**src/hw/pim_pkg.sv**
```systemverilog
// shared constants and types for the phy interrupt manager
package pim_pkg;
  // register addresses on the management interface
  localparam logic [4:0] REG_BASIC_STATUS = 5'h01;
  localparam logic [4:0] REG_AN_EXPANSION = 5'h06;
  localparam logic [4:0] REG_MODE_CONTROL_STATUS = 5'h11;
  localparam logic [4:0] REG_EVENT_FLAG = 5'h1d;
  localparam logic [4:0] REG_EVENT_ENABLE_MASK = 5'h1e;
  // bit positions inside the mode control/status register
  localparam int ALT_MODE_BIT = 6;
  localparam int ENERGY_BIT = 1;
  // flag field sits in bits 9:1 of the flag and mask registers
  localparam int FLAG_LSB = 1;
  localparam int FLAG_MSB = 9;
  localparam logic [15:0] ALL_ONES = 16'hffff;
  localparam logic [15:0] ZERO16 = 16'h0000;
  // per-flag selections, bit 9 down to bit 1
  localparam logic [9:1] RISE_SET_M = 9'h1f7;
  localparam logic [9:1] FALL_CLR_M = 9'h1f7;
  localparam logic [9:1] RD_BASIC_CLR_M = 9'h018;
  localparam logic [9:1] RD_ANEXP_CLR_M = 9'h003;
  localparam logic [9:1] IDLE_HIGH_M = 9'h008;
  localparam logic [9:1] FLAG_RESET = 9'h040;
  localparam logic [9:1] MASK_RESET = 9'h000;
  localparam int ENERGY_IDX = 7;
  localparam int LINK_STATUS_IDX = 4;
  // management frame framing
  localparam logic [5:0] PREAMBLE_ONES = 6'h20;
  localparam logic [1:0] OP_READ = 2'h2;
  localparam logic [1:0] OP_WRITE = 2'h1;
  localparam logic [4:0] HDR_BITS_M1 = 5'h0c;
  localparam logic [4:0] TA_BITS_M1 = 5'h01;
  localparam logic [4:0] DATA_BITS_M1 = 5'h0f;
  // energy re-assert timing
  localparam int CLK_HZ = 25000000;
  localparam int ENERGY_DELAY_MS = 1000;
  localparam int ENERGY_HOLD_MS = 256;
  localparam int ENERGY_DELAY_CYC = (CLK_HZ / 1000) * ENERGY_DELAY_MS;
  localparam int ENERGY_HOLD_CYC = (CLK_HZ / 1000) * ENERGY_HOLD_MS;
  localparam int TMR_W = 25;

  // access seen on the management interface, for registers kept elsewhere
  typedef struct packed {
    logic [4:0] addr;
    logic rd;
    logic wr;
    logic [15:0] wdata;
  } pim_acc_t;

  typedef enum logic [2:0] {
    SMI_IDLE, SMI_HDR, SMI_RTA, SMI_RD, SMI_WTA, SMI_WR
  } pim_smi_st_t;

  typedef enum logic [1:0] {
    EN_IDLE, EN_ARMED, EN_WAIT, EN_HOLD
  } pim_en_st_t;
endpackage

```
**src/hw/pim_top.sv**
```systemverilog
// per-port phy interrupt manager with its management interface slave
// How it works
// reset always leaves the block in primary interrupt mode
// primary mode: enabled flag assert raises line, deassert event drops it, except link down
// mask bits 30.9..30.1 gate flags 29.9..29.1, one per source
// seven flags set on source rise, clear on fall or flag read
// remote fault: rise sets; fall, basic status read or flag read clear
// link down: falling link status sets; only reg 1 or 29 read clears
// fault/page flags also clear on reg 6 read, restart or link loss
// link-up source is the internal link state, not a register bit
// wake event is the or of wakeup bits 7:4 anded with 3:0
// energy mask set, cleared while energy high: 256 ms pulse after loss
// software should clear the energy mask when servicing that event
// energy flag reads one after reset, then follows the source
// writing one to the alternate mode bit selects alternate mode
// alternate mode: software removes cause, then writes one to flag
// alternate write-one clears flag only if source is inactive
// alternate write-one with source still active leaves flag and line
// enabled flags are ored into one interrupt line for the system
// registers via two-wire management; unknown addresses read all ones
// alternate mode: reading the flag register clears nothing
`timescale 1ns/100ps
`default_nettype none
module pim_top #(
  parameter int ENERGY_DELAY_CYCLES = pim_pkg::ENERGY_DELAY_CYC,
  parameter int ENERGY_HOLD_CYCLES = pim_pkg::ENERGY_HOLD_CYC
) (
  input wire logic sys_clk_in,
  input wire logic srst_in,
  input wire logic mgmt_clk_in,
  input wire logic mgmt_data_in,
  output logic mgmt_data_out,
  output logic mgmt_data_oe_out,
  input wire logic [4:0] phy_addr_in,
  input wire logic internal_link_state_in,
  input wire logic [7:0] wakeup_control_status_in,
  input wire logic line_energy_present_in,
  input wire logic an_complete_in,
  input wire logic remote_fault_in,
  input wire logic link_status_in,
  input wire logic partner_ack_in,
  input wire logic par_detect_fault_in,
  input wire logic page_received_in,
  input wire logic an_restart_in,
  input wire logic ext_hit_in,
  input wire logic [15:0] ext_rdata_in,
  output pim_pkg::pim_acc_t ext_acc_out,
  output logic alternate_mode_select_out,
  output logic phy_irq_out
);
  // pin synchronisers: bit 0 is read only by bit 1
  logic [2:0] mdc_sync_r;
  logic [2:0] mdio_sync_r;
  logic mdc_lvl_r;
  logic mdio_lvl_r;
  wire mdc_agree = mdc_sync_r[1] == mdc_sync_r[2];
  wire mdc_rise = mdc_agree && mdc_sync_r[2] && !mdc_lvl_r;
  wire mdc_fall = mdc_agree && !mdc_sync_r[2] && mdc_lvl_r;
  wire mdio_bit = (mdio_sync_r[1] == mdio_sync_r[2]) ? mdio_sync_r[2]
                                                     : mdio_lvl_r;

  always_ff @(posedge sys_clk_in) begin
    if (srst_in) begin
      mdc_sync_r <= 3'h0;
      mdio_sync_r <= 3'h7;
      mdc_lvl_r <= 1'b0;
      mdio_lvl_r <= 1'b1;
    end else begin
      mdc_sync_r <= {mdc_sync_r[1:0], mgmt_clk_in};
      mdio_sync_r <= {mdio_sync_r[1:0], mgmt_data_in};
      if (mdc_agree)
        mdc_lvl_r <= mdc_sync_r[2];
      mdio_lvl_r <= mdio_bit;
    end
  end

  // management frame slave
  pim_pkg::pim_smi_st_t smi_st_r;
  logic [5:0] ones_r;
  logic [4:0] cnt_r;
  logic [12:0] hdr_r;
  logic [15:0] sh_r;
  logic [4:0] reg_addr_r;
  logic rd_pulse_r;
  logic wr_pulse_r;
  logic [15:0] wdata_r;
  logic [15:0] rdata;

  wire [12:0] hdr_full = {hdr_r[11:0], mdio_bit};
  wire hdr_done = smi_st_r == pim_pkg::SMI_HDR && cnt_r == 5'h00;
  wire hdr_st_ok = hdr_full[12];
  wire [1:0] hdr_op = hdr_full[11:10];
  wire hdr_match = hdr_st_ok && hdr_full[9:5] == phy_addr_in;
  wire hdr_read = hdr_match && hdr_op == pim_pkg::OP_READ;
  wire hdr_write = hdr_match && hdr_op == pim_pkg::OP_WRITE;
  wire [4:0] hdr_reg = hdr_full[4:0];
  wire cnt_zero = cnt_r == 5'h00;
  wire [4:0] cnt_dec = cnt_r - 5'h01;
  wire preamble_ok = ones_r >= pim_pkg::PREAMBLE_ONES;
  wire [5:0] ones_inc = preamble_ok ? ones_r : ones_r + 6'h01;
  // read strobe fires on the last header bit, data is captured in step
  wire rd_now = mdc_rise && hdr_done && hdr_read;

  always_ff @(posedge sys_clk_in) begin
    if (srst_in) begin
      smi_st_r <= pim_pkg::SMI_IDLE;
      ones_r <= 6'h00;
      cnt_r <= 5'h00;
      hdr_r <= 13'h0000;
      sh_r <= pim_pkg::ZERO16;
      reg_addr_r <= 5'h00;
      wr_pulse_r <= 1'b0;
      rd_pulse_r <= 1'b0;
      wdata_r <= pim_pkg::ZERO16;
    end else begin
      wr_pulse_r <= 1'b0;
      rd_pulse_r <= rd_now;
      if (mdc_rise) begin
        unique case (smi_st_r)
          pim_pkg::SMI_IDLE: begin
            // no preamble suppression: every frame needs 32 ones
            if (mdio_bit)
              ones_r <= ones_inc;
            else begin
              ones_r <= 6'h00;
              if (preamble_ok) begin
                smi_st_r <= pim_pkg::SMI_HDR;
                cnt_r <= pim_pkg::HDR_BITS_M1;
              end
            end
          end
          pim_pkg::SMI_HDR: begin
            hdr_r <= hdr_full;
            cnt_r <= cnt_dec;
            if (cnt_zero) begin
              reg_addr_r <= hdr_reg;
              cnt_r <= pim_pkg::TA_BITS_M1;
              sh_r <= rdata;
              if (hdr_read)
                smi_st_r <= pim_pkg::SMI_RTA;
              else if (hdr_write)
                smi_st_r <= pim_pkg::SMI_WTA;
              else
                smi_st_r <= pim_pkg::SMI_IDLE;
            end
          end
          pim_pkg::SMI_RTA, pim_pkg::SMI_WTA: begin
            cnt_r <= cnt_dec;
            if (cnt_zero) begin
              cnt_r <= pim_pkg::DATA_BITS_M1;
              smi_st_r <= (smi_st_r == pim_pkg::SMI_RTA) ? pim_pkg::SMI_RD
                                                         : pim_pkg::SMI_WR;
            end
          end
          pim_pkg::SMI_RD: begin
            sh_r <= {sh_r[14:0], 1'b0};
            cnt_r <= cnt_dec;
            if (cnt_zero)
              smi_st_r <= pim_pkg::SMI_IDLE;
          end
          pim_pkg::SMI_WR: begin
            sh_r <= {sh_r[14:0], mdio_bit};
            cnt_r <= cnt_dec;
            if (cnt_zero) begin
              wdata_r <= {sh_r[14:0], mdio_bit};
              wr_pulse_r <= 1'b1;
              smi_st_r <= pim_pkg::SMI_IDLE;
            end
          end
          default: smi_st_r <= pim_pkg::SMI_IDLE;
        endcase
      end
    end
  end

  // pin drive changes on the falling clock so the master samples it stable
  wire drive_ta = smi_st_r == pim_pkg::SMI_RTA && cnt_zero;
  wire drive_rd = smi_st_r == pim_pkg::SMI_RD;
  always_ff @(posedge sys_clk_in) begin
    if (srst_in) begin
      mgmt_data_out <= 1'b0;
      mgmt_data_oe_out <= 1'b0;
    end else if (mdc_fall) begin
      mgmt_data_oe_out <= drive_ta || drive_rd;
      mgmt_data_out <= drive_rd && sh_r[15];
    end
  end

  // event sources and flags
  logic [9:1] flag_r;
  logic [9:1] mask_r;
  logic [9:1] src_prev_r;
  logic alt_r;
  wire wake_event_signal = |(wakeup_control_status_in[7:4] &
                             wakeup_control_status_in[3:0]);
  // link-up follows the internal link state
  wire [9:1] src = {internal_link_state_in, wake_event_signal,
                    line_energy_present_in, an_complete_in, remote_fault_in,
                    link_status_in, partner_ack_in, par_detect_fault_in,
                    page_received_in};
  wire [9:1] rise = src & ~src_prev_r;
  wire [9:1] fall = ~src & src_prev_r;
  wire [9:1] set_ev = (rise & pim_pkg::RISE_SET_M) |
                      (fall & ~pim_pkg::RISE_SET_M);
  wire link_loss = fall[pim_pkg::LINK_STATUS_IDX];
  wire rd_flag = rd_pulse_r && reg_addr_r == pim_pkg::REG_EVENT_FLAG;
  wire rd_basic = rd_pulse_r && reg_addr_r == pim_pkg::REG_BASIC_STATUS;
  wire rd_anexp = rd_pulse_r && reg_addr_r == pim_pkg::REG_AN_EXPANSION;
  wire wr_flag = wr_pulse_r && reg_addr_r == pim_pkg::REG_EVENT_FLAG;
  wire wr_mask = wr_pulse_r && reg_addr_r == pim_pkg::REG_EVENT_ENABLE_MASK;
  wire wr_mode = wr_pulse_r && reg_addr_r == pim_pkg::REG_MODE_CONTROL_STATUS;
  wire [9:1] wr_ones = wdata_r[pim_pkg::FLAG_MSB:pim_pkg::FLAG_LSB];
  wire [9:1] pri_clr = (fall & pim_pkg::FALL_CLR_M) |
                       {9{rd_flag}} |
                       ({9{rd_basic}} & pim_pkg::RD_BASIC_CLR_M) |
                       ({9{rd_anexp | an_restart_in | link_loss}} &
                        pim_pkg::RD_ANEXP_CLR_M);
  wire [9:1] inactive = (src & pim_pkg::IDLE_HIGH_M) |
                        (~src & ~pim_pkg::IDLE_HIGH_M);
  // alternate clears only by checked write-one
  wire [9:1] alt_clr = {9{wr_flag}} & wr_ones & inactive;
  wire [9:1] clr = alt_r ? alt_clr : pri_clr;
  // an event in the clearing cycle wins
  wire [9:1] flag_nxt = set_ev | (flag_r & ~clr);

  always_ff @(posedge sys_clk_in) begin
    if (srst_in) begin
      flag_r <= pim_pkg::FLAG_RESET;
      mask_r <= pim_pkg::MASK_RESET;
      src_prev_r <= pim_pkg::FLAG_RESET;
      alt_r <= 1'b0;
    end else begin
      flag_r <= flag_nxt;
      src_prev_r <= src;
      if (wr_mask)
        mask_r <= wr_ones;
      if (wr_mode)
        alt_r <= wdata_r[pim_pkg::ALT_MODE_BIT];
    end
  end

  // late energy pulse after cable removal
  pim_pkg::pim_en_st_t en_st_r;
  logic [pim_pkg::TMR_W-1:0] tmr_r;
  localparam int EI = pim_pkg::ENERGY_IDX;
  wire en_mask = mask_r[EI];
  wire en_cleared_high = flag_r[EI] && !flag_nxt[EI] &&
                         line_energy_present_in;
  wire tmr_done = tmr_r == '0;
  wire [pim_pkg::TMR_W-1:0] delay_ld =
    pim_pkg::TMR_W'(ENERGY_DELAY_CYCLES - 1);
  wire [pim_pkg::TMR_W-1:0] hold_ld = pim_pkg::TMR_W'(ENERGY_HOLD_CYCLES - 1);

  always_ff @(posedge sys_clk_in) begin
    if (srst_in) begin
      en_st_r <= pim_pkg::EN_IDLE;
      tmr_r <= '0;
    end else if (!en_mask) begin
      // clearing the mask cancels a pending pulse
      en_st_r <= pim_pkg::EN_IDLE;
    end else begin
      tmr_r <= tmr_r - pim_pkg::TMR_W'(1);
      unique case (en_st_r)
        pim_pkg::EN_IDLE:
          if (en_cleared_high)
            en_st_r <= pim_pkg::EN_ARMED;
        pim_pkg::EN_ARMED:
          if (fall[EI]) begin
            en_st_r <= pim_pkg::EN_WAIT;
            tmr_r <= delay_ld;
          end
        pim_pkg::EN_WAIT:
          if (tmr_done) begin
            en_st_r <= pim_pkg::EN_HOLD;
            tmr_r <= hold_ld;
          end
        pim_pkg::EN_HOLD:
          if (tmr_done)
            en_st_r <= pim_pkg::EN_IDLE;
      endcase
    end
  end

  // register read data
  always_comb begin
    rdata = pim_pkg::ZERO16;
    unique case (1'b1)
      hdr_reg == pim_pkg::REG_EVENT_FLAG:
        rdata[pim_pkg::FLAG_MSB:pim_pkg::FLAG_LSB] = flag_r;
      hdr_reg == pim_pkg::REG_EVENT_ENABLE_MASK:
        rdata[pim_pkg::FLAG_MSB:pim_pkg::FLAG_LSB] = mask_r;
      hdr_reg == pim_pkg::REG_MODE_CONTROL_STATUS: begin
        rdata[pim_pkg::ALT_MODE_BIT] = alt_r;
        rdata[pim_pkg::ENERGY_BIT] = line_energy_present_in;
      end
      default:
        rdata = ext_hit_in ? ext_rdata_in : pim_pkg::ALL_ONES;
    endcase
  end

  // accesses to registers kept outside are passed on
  always_ff @(posedge sys_clk_in) begin
    if (srst_in)
      ext_acc_out <= '0;
    else begin
      ext_acc_out.addr <= reg_addr_r;
      ext_acc_out.rd <= rd_pulse_r && !(reg_addr_r == pim_pkg::REG_EVENT_FLAG ||
        reg_addr_r == pim_pkg::REG_EVENT_ENABLE_MASK ||
        reg_addr_r == pim_pkg::REG_MODE_CONTROL_STATUS);
      ext_acc_out.wr <= wr_pulse_r && !wr_flag && !wr_mask && !wr_mode;
      ext_acc_out.wdata <= wdata_r;
    end
  end

  assign alternate_mode_select_out = alt_r;
  // late energy pulse rides on the line regardless of the flag
  assign phy_irq_out = |(flag_r & mask_r) ||
                       (en_st_r == pim_pkg::EN_HOLD);
endmodule
`default_nettype wire

```
**config.mk**
```make
export PLATFORM = sky130hd
export DESIGN_NAME = pim_top
export DESIGN_NICKNAME = d
export VERILOG_FILES = /design/src/hw/pim_pkg.sv /design/src/hw/pim_top.sv
export SDC_FILE = /design/constraint.sdc
export NUM_CORES = 1
export LEC_CHECK = 0
export CORE_MARGIN = 3
export CORE_UTILIZATION = 45
export CTS_BUF_LIST = sky130_fd_sc_hd__clkbuf_8
export DETAILED_ROUTE_END_ITERATION = 8
export DONT_BUFFER_PORTS = 1
export SLEW_MARGIN = 30
export SYNTH_ARGS = -nofsm -noshare
export SYNTH_HDL_FRONTEND = slang
export SYNTH_SLANG_ARGS = --single-unit
```
**constraint.sdc**
```tcl
create_clock -name sys_clk_in -period 2.6 [get_ports sys_clk_in]
set_input_delay 0.26 -clock sys_clk_in [delete_from_list [all_inputs] [get_ports sys_clk_in]]
set_output_delay 0.26 -clock sys_clk_in [all_outputs]
set_load 0.01 [all_outputs]
```
==> metrics.txt, run 1 <==
DRT Wirelength=18.1 mm; post-synth cell types=69; number of flops mapped to enable cells by yosys=0; HPWL after DPL=12.3 mm; Post-Syn Area=7010 sq um; RSZ-0062 raised after global routing=no; syn_area_per_cell=8.33 sq um; Internal=3.22 mW; I/O Buffers=0; CTS HTree Levels=4; #FFs+latches synth=153; top post-synthesis cells by area=dfxtp_1, a21oi_1, nand2_1; startpoint type of the worst setup path=flip-flop; Sw Ratio=23.5%; ant diodes=0; total CTS buffers=17; Async S/R FF share, synth=0%; Slew headroom=45.8%; top-count cell post-synth=dfxtp_1; Die Ht=131 um; WP data required=2.97 ns; Post-Syn Instances=842; Clock Latency Late Sink=0.44 ns; Critical Path End Type=flip-flop; final hold violations=0; Clock Skew=0.0142 ns; Clock Power Share=40.0%; Power Total=4.21 mW; DR top layer=met4; Final TNS setup=0 ns; Longest Clk Path Bufs=2; Worst IR Drop VDD=0.485 mV; Wirelength per Cell=17.2 um; 1st-pass router iterations=5; drt drc=0; Net Sw Power=0.988 mW; GP Congestion=0.903; sequential area share after synthesis=43.7%; WP data arrival=2.75 ns; first-pass GRT wire length=30.0 mm; synth cell count leaders=dfxtp_1, nand2_1, a21oi_1, nor2_1, o21ai_0; largest net degree at the start of global routing=120; clk root buf=clkbuf_8; vias per cell=5.92; Die W=131 um; Layout area overhead=10.9%; setup violators final=0; routed vias=6222; Max Fclk=0.421 GHz; CP Class=reg -> reg; met3 wire len=1.02 mm; leakage power=2.73 nW; GRT Total Usage=21.9%; core area=14900 sq um; final global-route overflow total=0; Routed Antenna Nets=0; status=finished clean; placed insts=1002; crit path max fanout=7; Final Non-Filler Cells=1051; Hold WC Path Type=in -> reg; synth warn=0; ys flop type=dfxtp_1; top-area cell type share of the netlist area=43.7%; Reg clk slew, reported paths=0.08 ns; Synth area leader=dfxtp_1; Row Count=44; I/O pin count=70; layout cells sized above 1=8.65%; crit share post-route=91.4%; Flop pwr share=56.8%; Slew Limit Fails=0; initial DRC count=528; CTS tree=yes; max_cap viols=0; Slew @ Worst Pin=0.802 ns; nets@finish=910; Die ar.=17100 sq um; logic gate share of total power=3.2%; WL met2=8.16 mm; final hold slack=0.0283 ns; PD cells=541 nW/um^2; clock tree sinks=153; Mapped Nets=897; initial antenna violation count=0; Initial Util=47.2%; Tmin final=2.38 ns; vias in the first global route=5880; wl on met1=8.73 mm
==> flip-flops by register name (all words and copies together) (netlist names), 5 cells and up <==
register and count:
hdr_r 12, ext_acc_out 23, tmr_r 25, ones_r 6
src_prev_r 9, sh_r 16, flag_r 9, wdata_r 16
mask_r 9, reg_addr_r 5, cnt_r 5
==> repair_timing <==
action | 4_1_cts | 5_1_grt
hold buffers | 16 | 1
setup buffers | 0 | 1
endpoints found under the setup margin | 0 | 2
endpoints found under the hold margin | 126 | 1
resized for setup | 0 | 0
==> final cells by class <==
class | instances | area [sq um]
clock buffers | 19 | 262
clock inverters | 12 | 104
fillers | 1436 | 7080
inverters | 25 | 93.8
multi-input cells | 618 | 3670
flip-flops and latches | 153 | 3060
well taps | 184 | 230
repair buffers | 40 | 360
==> power by group through the flow <==
stage	Combinational [mW]	Clock, mW	Sequential [mW]
final	0.136	1.68	2.39
after global routing	0.153	1.85	2.39
after CTS	0.135	1.73	2.39
after detailed placement	0.0807	0	2.44
after global placement	0.0777	0	2.44
after floorplan	0.0912	0	2.43
==> logic make-up (layout without fill, tap and decap cells) <==
| group | after synthesis | after routing | synth area share (%) |
|---|---|---|---|
| fa+ha+maj | 13 | 13 | 2.28 |
| simple gates | 341 | 341 | 24.6 |
| xor+xnor | 14 | 14 | 1.75 |
| buf+inv | 71 | 96 | 4.03 |
| mux | 13 | 13 | 1.86 |
| compound gates | 237 | 237 | 21.8 |
| flops | 153 | 153 | 43.7 |
==> cells in the final DEF, fill, tap and decap left out, drive strengths merged, types with 5 or more instances in the layout <==
| master | count |
|---|---|
| a2111oi | 5 |
| a211oi | 5 |
| a21oi | 79 |
| a221oi | 14 |
| a22oi | 8 |
| a31oi | 15 |
| and2 | 9 |
| buf | 24 |
| clkbuf | 19 |
| dfxtp | 153 |
| dlygate4sd3 | 16 |
| ha | 12 |
| inv | 28 |
| mux2i | 13 |
| nand2 | 104 |
| nand2b | 11 |
| nand3 | 13 |
| nand4 | 12 |
| nor2 | 78 |
| nor2b | 35 |
| nor3 | 24 |
| nor4 | 10 |
| o211ai | 16 |
| o21ai | 50 |
| o22ai | 7 |
| or2 | 8 |
| or3 | 15 |
| xnor2 | 5 |
| xor2 | 9 |
==> metal layers <==
layer / vias up / GRT usage, %
met5: - / 0
met4: 0 / 5.81
met3: 13 / 4.59
met2: 218 / 33.3
met1: 2959 / 31.5
li1: 3032 / -
==> critical path, cell delays in order (launching register included) <==
cell and delay (ns):
dfxtp_1 0.32, inv_1 0.11, ha_1 0.21, or3b_2 0.54, nor3_4 0.19, buf_4 0.17
and4b_1 0.25, a2bb2oi_1 0.28, mux2i_1 0.23
==> path summary, 6_finish.rpt <==
| check | start | end | slack [ns] | cells after the start |
|---|---|---|---|---|
| worst max-delay path | tmr_r[0] | en_st_r[1] | 0.22 | 8 |
| worst min-delay path | ext_rdata_in[10] | sh_r[10] | 0.03 | 2 |
| worst max register to register | tmr_r[0] | en_st_r[1] | 0.22 | 8 |
| worst min register to register | mdio_sync_r[0] | mdio_sync_r[1] | 0.42 | 1 |
==> per-stage QoR <==
step	setup WS, ns	util [%]	instance area [sq um]
floorplan	0.457	-	7010
global placement	0.335	48.6	7220
CTS	0.192	52.2	7760
finish	0.223	52.3	7780
global route	0.0623	52.3	7780
detailed placement	0.208	48.6	7220
Power figures use the tool's default switching activity.
==> run 2: changes to the inputs <==
==> constraint.sdc (replaced) <==
create_clock -name sys_clk_in -period 2.6 [get_ports sys_clk_in]
set_input_delay 0.52 -clock sys_clk_in [delete_from_list [all_inputs] [get_ports sys_clk_in]]
set_output_delay 0.52 -clock sys_clk_in [all_outputs]
set_load 0.01 [all_outputs]
==> metrics.txt, run 2 (synthesized netlist as in run 1, its figures left out) <==
status=finished clean; M2 GR Usage=31.4%; WP data arrival=2.74 ns; total CTS buffers=17; r2r setup slk=0.18 ns; Row Count=44; M1 GR Usage=28.8%; clock tree sinks=153; CP cell instances=inv_1 -> ha_1 -> or3b_2 -> nor3_4 -> buf_4 -> nand4_1 -> a31oi_1 -> o32ai_1; Clock Skew=0.0169 ns; HPWL after DPL=12.2 mm; number of buffers inserted by hold repair at cts=0; Initial Util=47.2%; DRT Wirelength=17.6 mm; PD cells=571 nW/um^2; CTS tree=yes; Slew Limit Fails=0; final hold violations=0; setup violators final=0; most common cell after layout, fill and taps aside=dfxtp_1; crit path max fanout=8; Layout area overhead=8.46%; post-CTS setup buffer count=0; clk root buf=clkbuf_8; drt drc=0; Die W=131 um; I/O pin count=70; Reg clk slew, reported paths=0.09 ns; met3 GRT Util=6.02%; CP max stage delay=0.54 ns; initial DRC count=425; CP Class=reg -> reg; first-pass GRT wire length=28.4 mm; CTS HTree Levels=4; Worst IR Drop VDD=0.327 mV; Final TNS setup=0 ns; ant diodes=0; Longest Clk Path Bufs=2; register name with the most flops=tmr_r; final global-route overflow total=0; Die Ht=131 um; RSZ-0062 raised after global routing=no; Routed Antenna Nets=0; Max Fclk=0.414 GHz; leakage power=2.66 nW; GR peak layer=met2; Critical Path End Type=flip-flop; Slew @ Worst Pin=0.747 ns; max_cap viols=0; Hold WC Path Type=in -> reg; most frequent cells in the layout=dfxtp_1, nand2_1, a21oi_1, nor2_1, o21ai_0; Tmin final=2.42 ns; startpoint type of the worst setup path=flip-flop; post-CTS resize count=0; Cell Area, Placed=7200 sq um; Final Cell Area=7610 sq um; 1st-pass router iterations=7; WP data required=2.93 ns; Die ar.=17100 sq um; Regs by FF count=tmr_r (25), ext_acc_out (23); I/O Buffers=0; vias per cell=5.92; GRT Total Usage=20.8%; routed vias=6100; final hold slack=0.135 ns; crit share post-route=92.9%; initial antenna violation count=0; nets@finish=889; Clock Latency Late Sink=0.46 ns; Wirelength per Cell=17.1 um; FILL cells=1442; layout cells sized above 1=8.62%; vias in the first global route=5763; Power Total=4.35 mW; largest net degree at the start of global routing=129; core area=14900 sq um; Slew headroom=49.6%; Slowest cell on crit path=or3b_2; placed insts=999; GP Congestion=0.861; Final Non-Filler Cells=1031; max FFs per register=25
run 2: changes by cell type in the layout (fill, tap and decap cells not counted), sizes merged:
| cell | previous run | this run |
|---|---|---|
| dlygate4sd3 | 16 | 0 |
| clkbuf | 19 | 17 |
| buf | 24 | 19 |
| inv | 28 | 27 |
| clkinv | 4 | 9 |
| clkinvlp | 4 | 1 |
| bufinv | 1 | 3 |
run 2: layout make-up:
cell class	instances	area [sq um]	share of cell area, %
multi-input combinational	618	3670	48.2
sequential	153	3060	40.3
clock buffer	17	234	3.08
tap	184	230	3.03
clock inverter	15	175	2.30
timing repair buffer	19	143	1.88
inverter	25	93.8	1.23
run 2: worst paths after layout:
path | cells after the start | to | from
max | 8 | tmr_r[12] | tmr_r[0]
min | 1 | src_prev_r[6] | srst_in
max reg2reg | 8 | tmr_r[12] | tmr_r[0]
min reg2reg | 1 | mdio_sync_r[1] | mdio_sync_r[0]
run 2: critical path: cells and delay by family, from the launching register on:
| family | cells | cell delay (ns) |
|---|---|---|
| AO/OA/AOI/OAI | 2 | 0.43 |
| adder cells (fa/ha/maj) | 1 | 0.20 |
| buffers and inverters | 2 | 0.25 |
| flip-flops | 1 | 0.33 |
| AND/OR/NAND/NOR | 3 | 1.06 |
run 2: per-layer routing:
| metal | up-vias | share of wire, % | wire (um) |
|---|---|---|---|
| li1 | 2999 | - | - |
| met1 | 2915 | 48 | 8440 |
| met2 | 157 | 45 | 7930 |
| met3 | 29 | 5.5 | 970 |
| met4 | 0 | 1.7 | 293 |
| met5 | - | 0 | 0 |
run 2: power breakdown:
part           internal [mW]  switching [mW]  total [mW]
Clock                  0.951           0.925        1.88
Sequential              2.37          0.0224        2.39
Combinational         0.0390          0.0420      0.0810
Total                   3.36           0.990        4.35
run 2: metrics by stage:
| stage | util [%] | setup WS, ns |
|---|---|---|
| 3_5_place_dp | 48.4 | 0.263 |
| 6_report | 51.2 | 0.184 |
| 5_1_grt | 51.2 | 0.0681 |
| 4_1_cts | 51.2 | 0.237 |
| 3_3_place_gp | 48.4 | 0.335 |
| 2_1_floorplan | - | 0.457 |
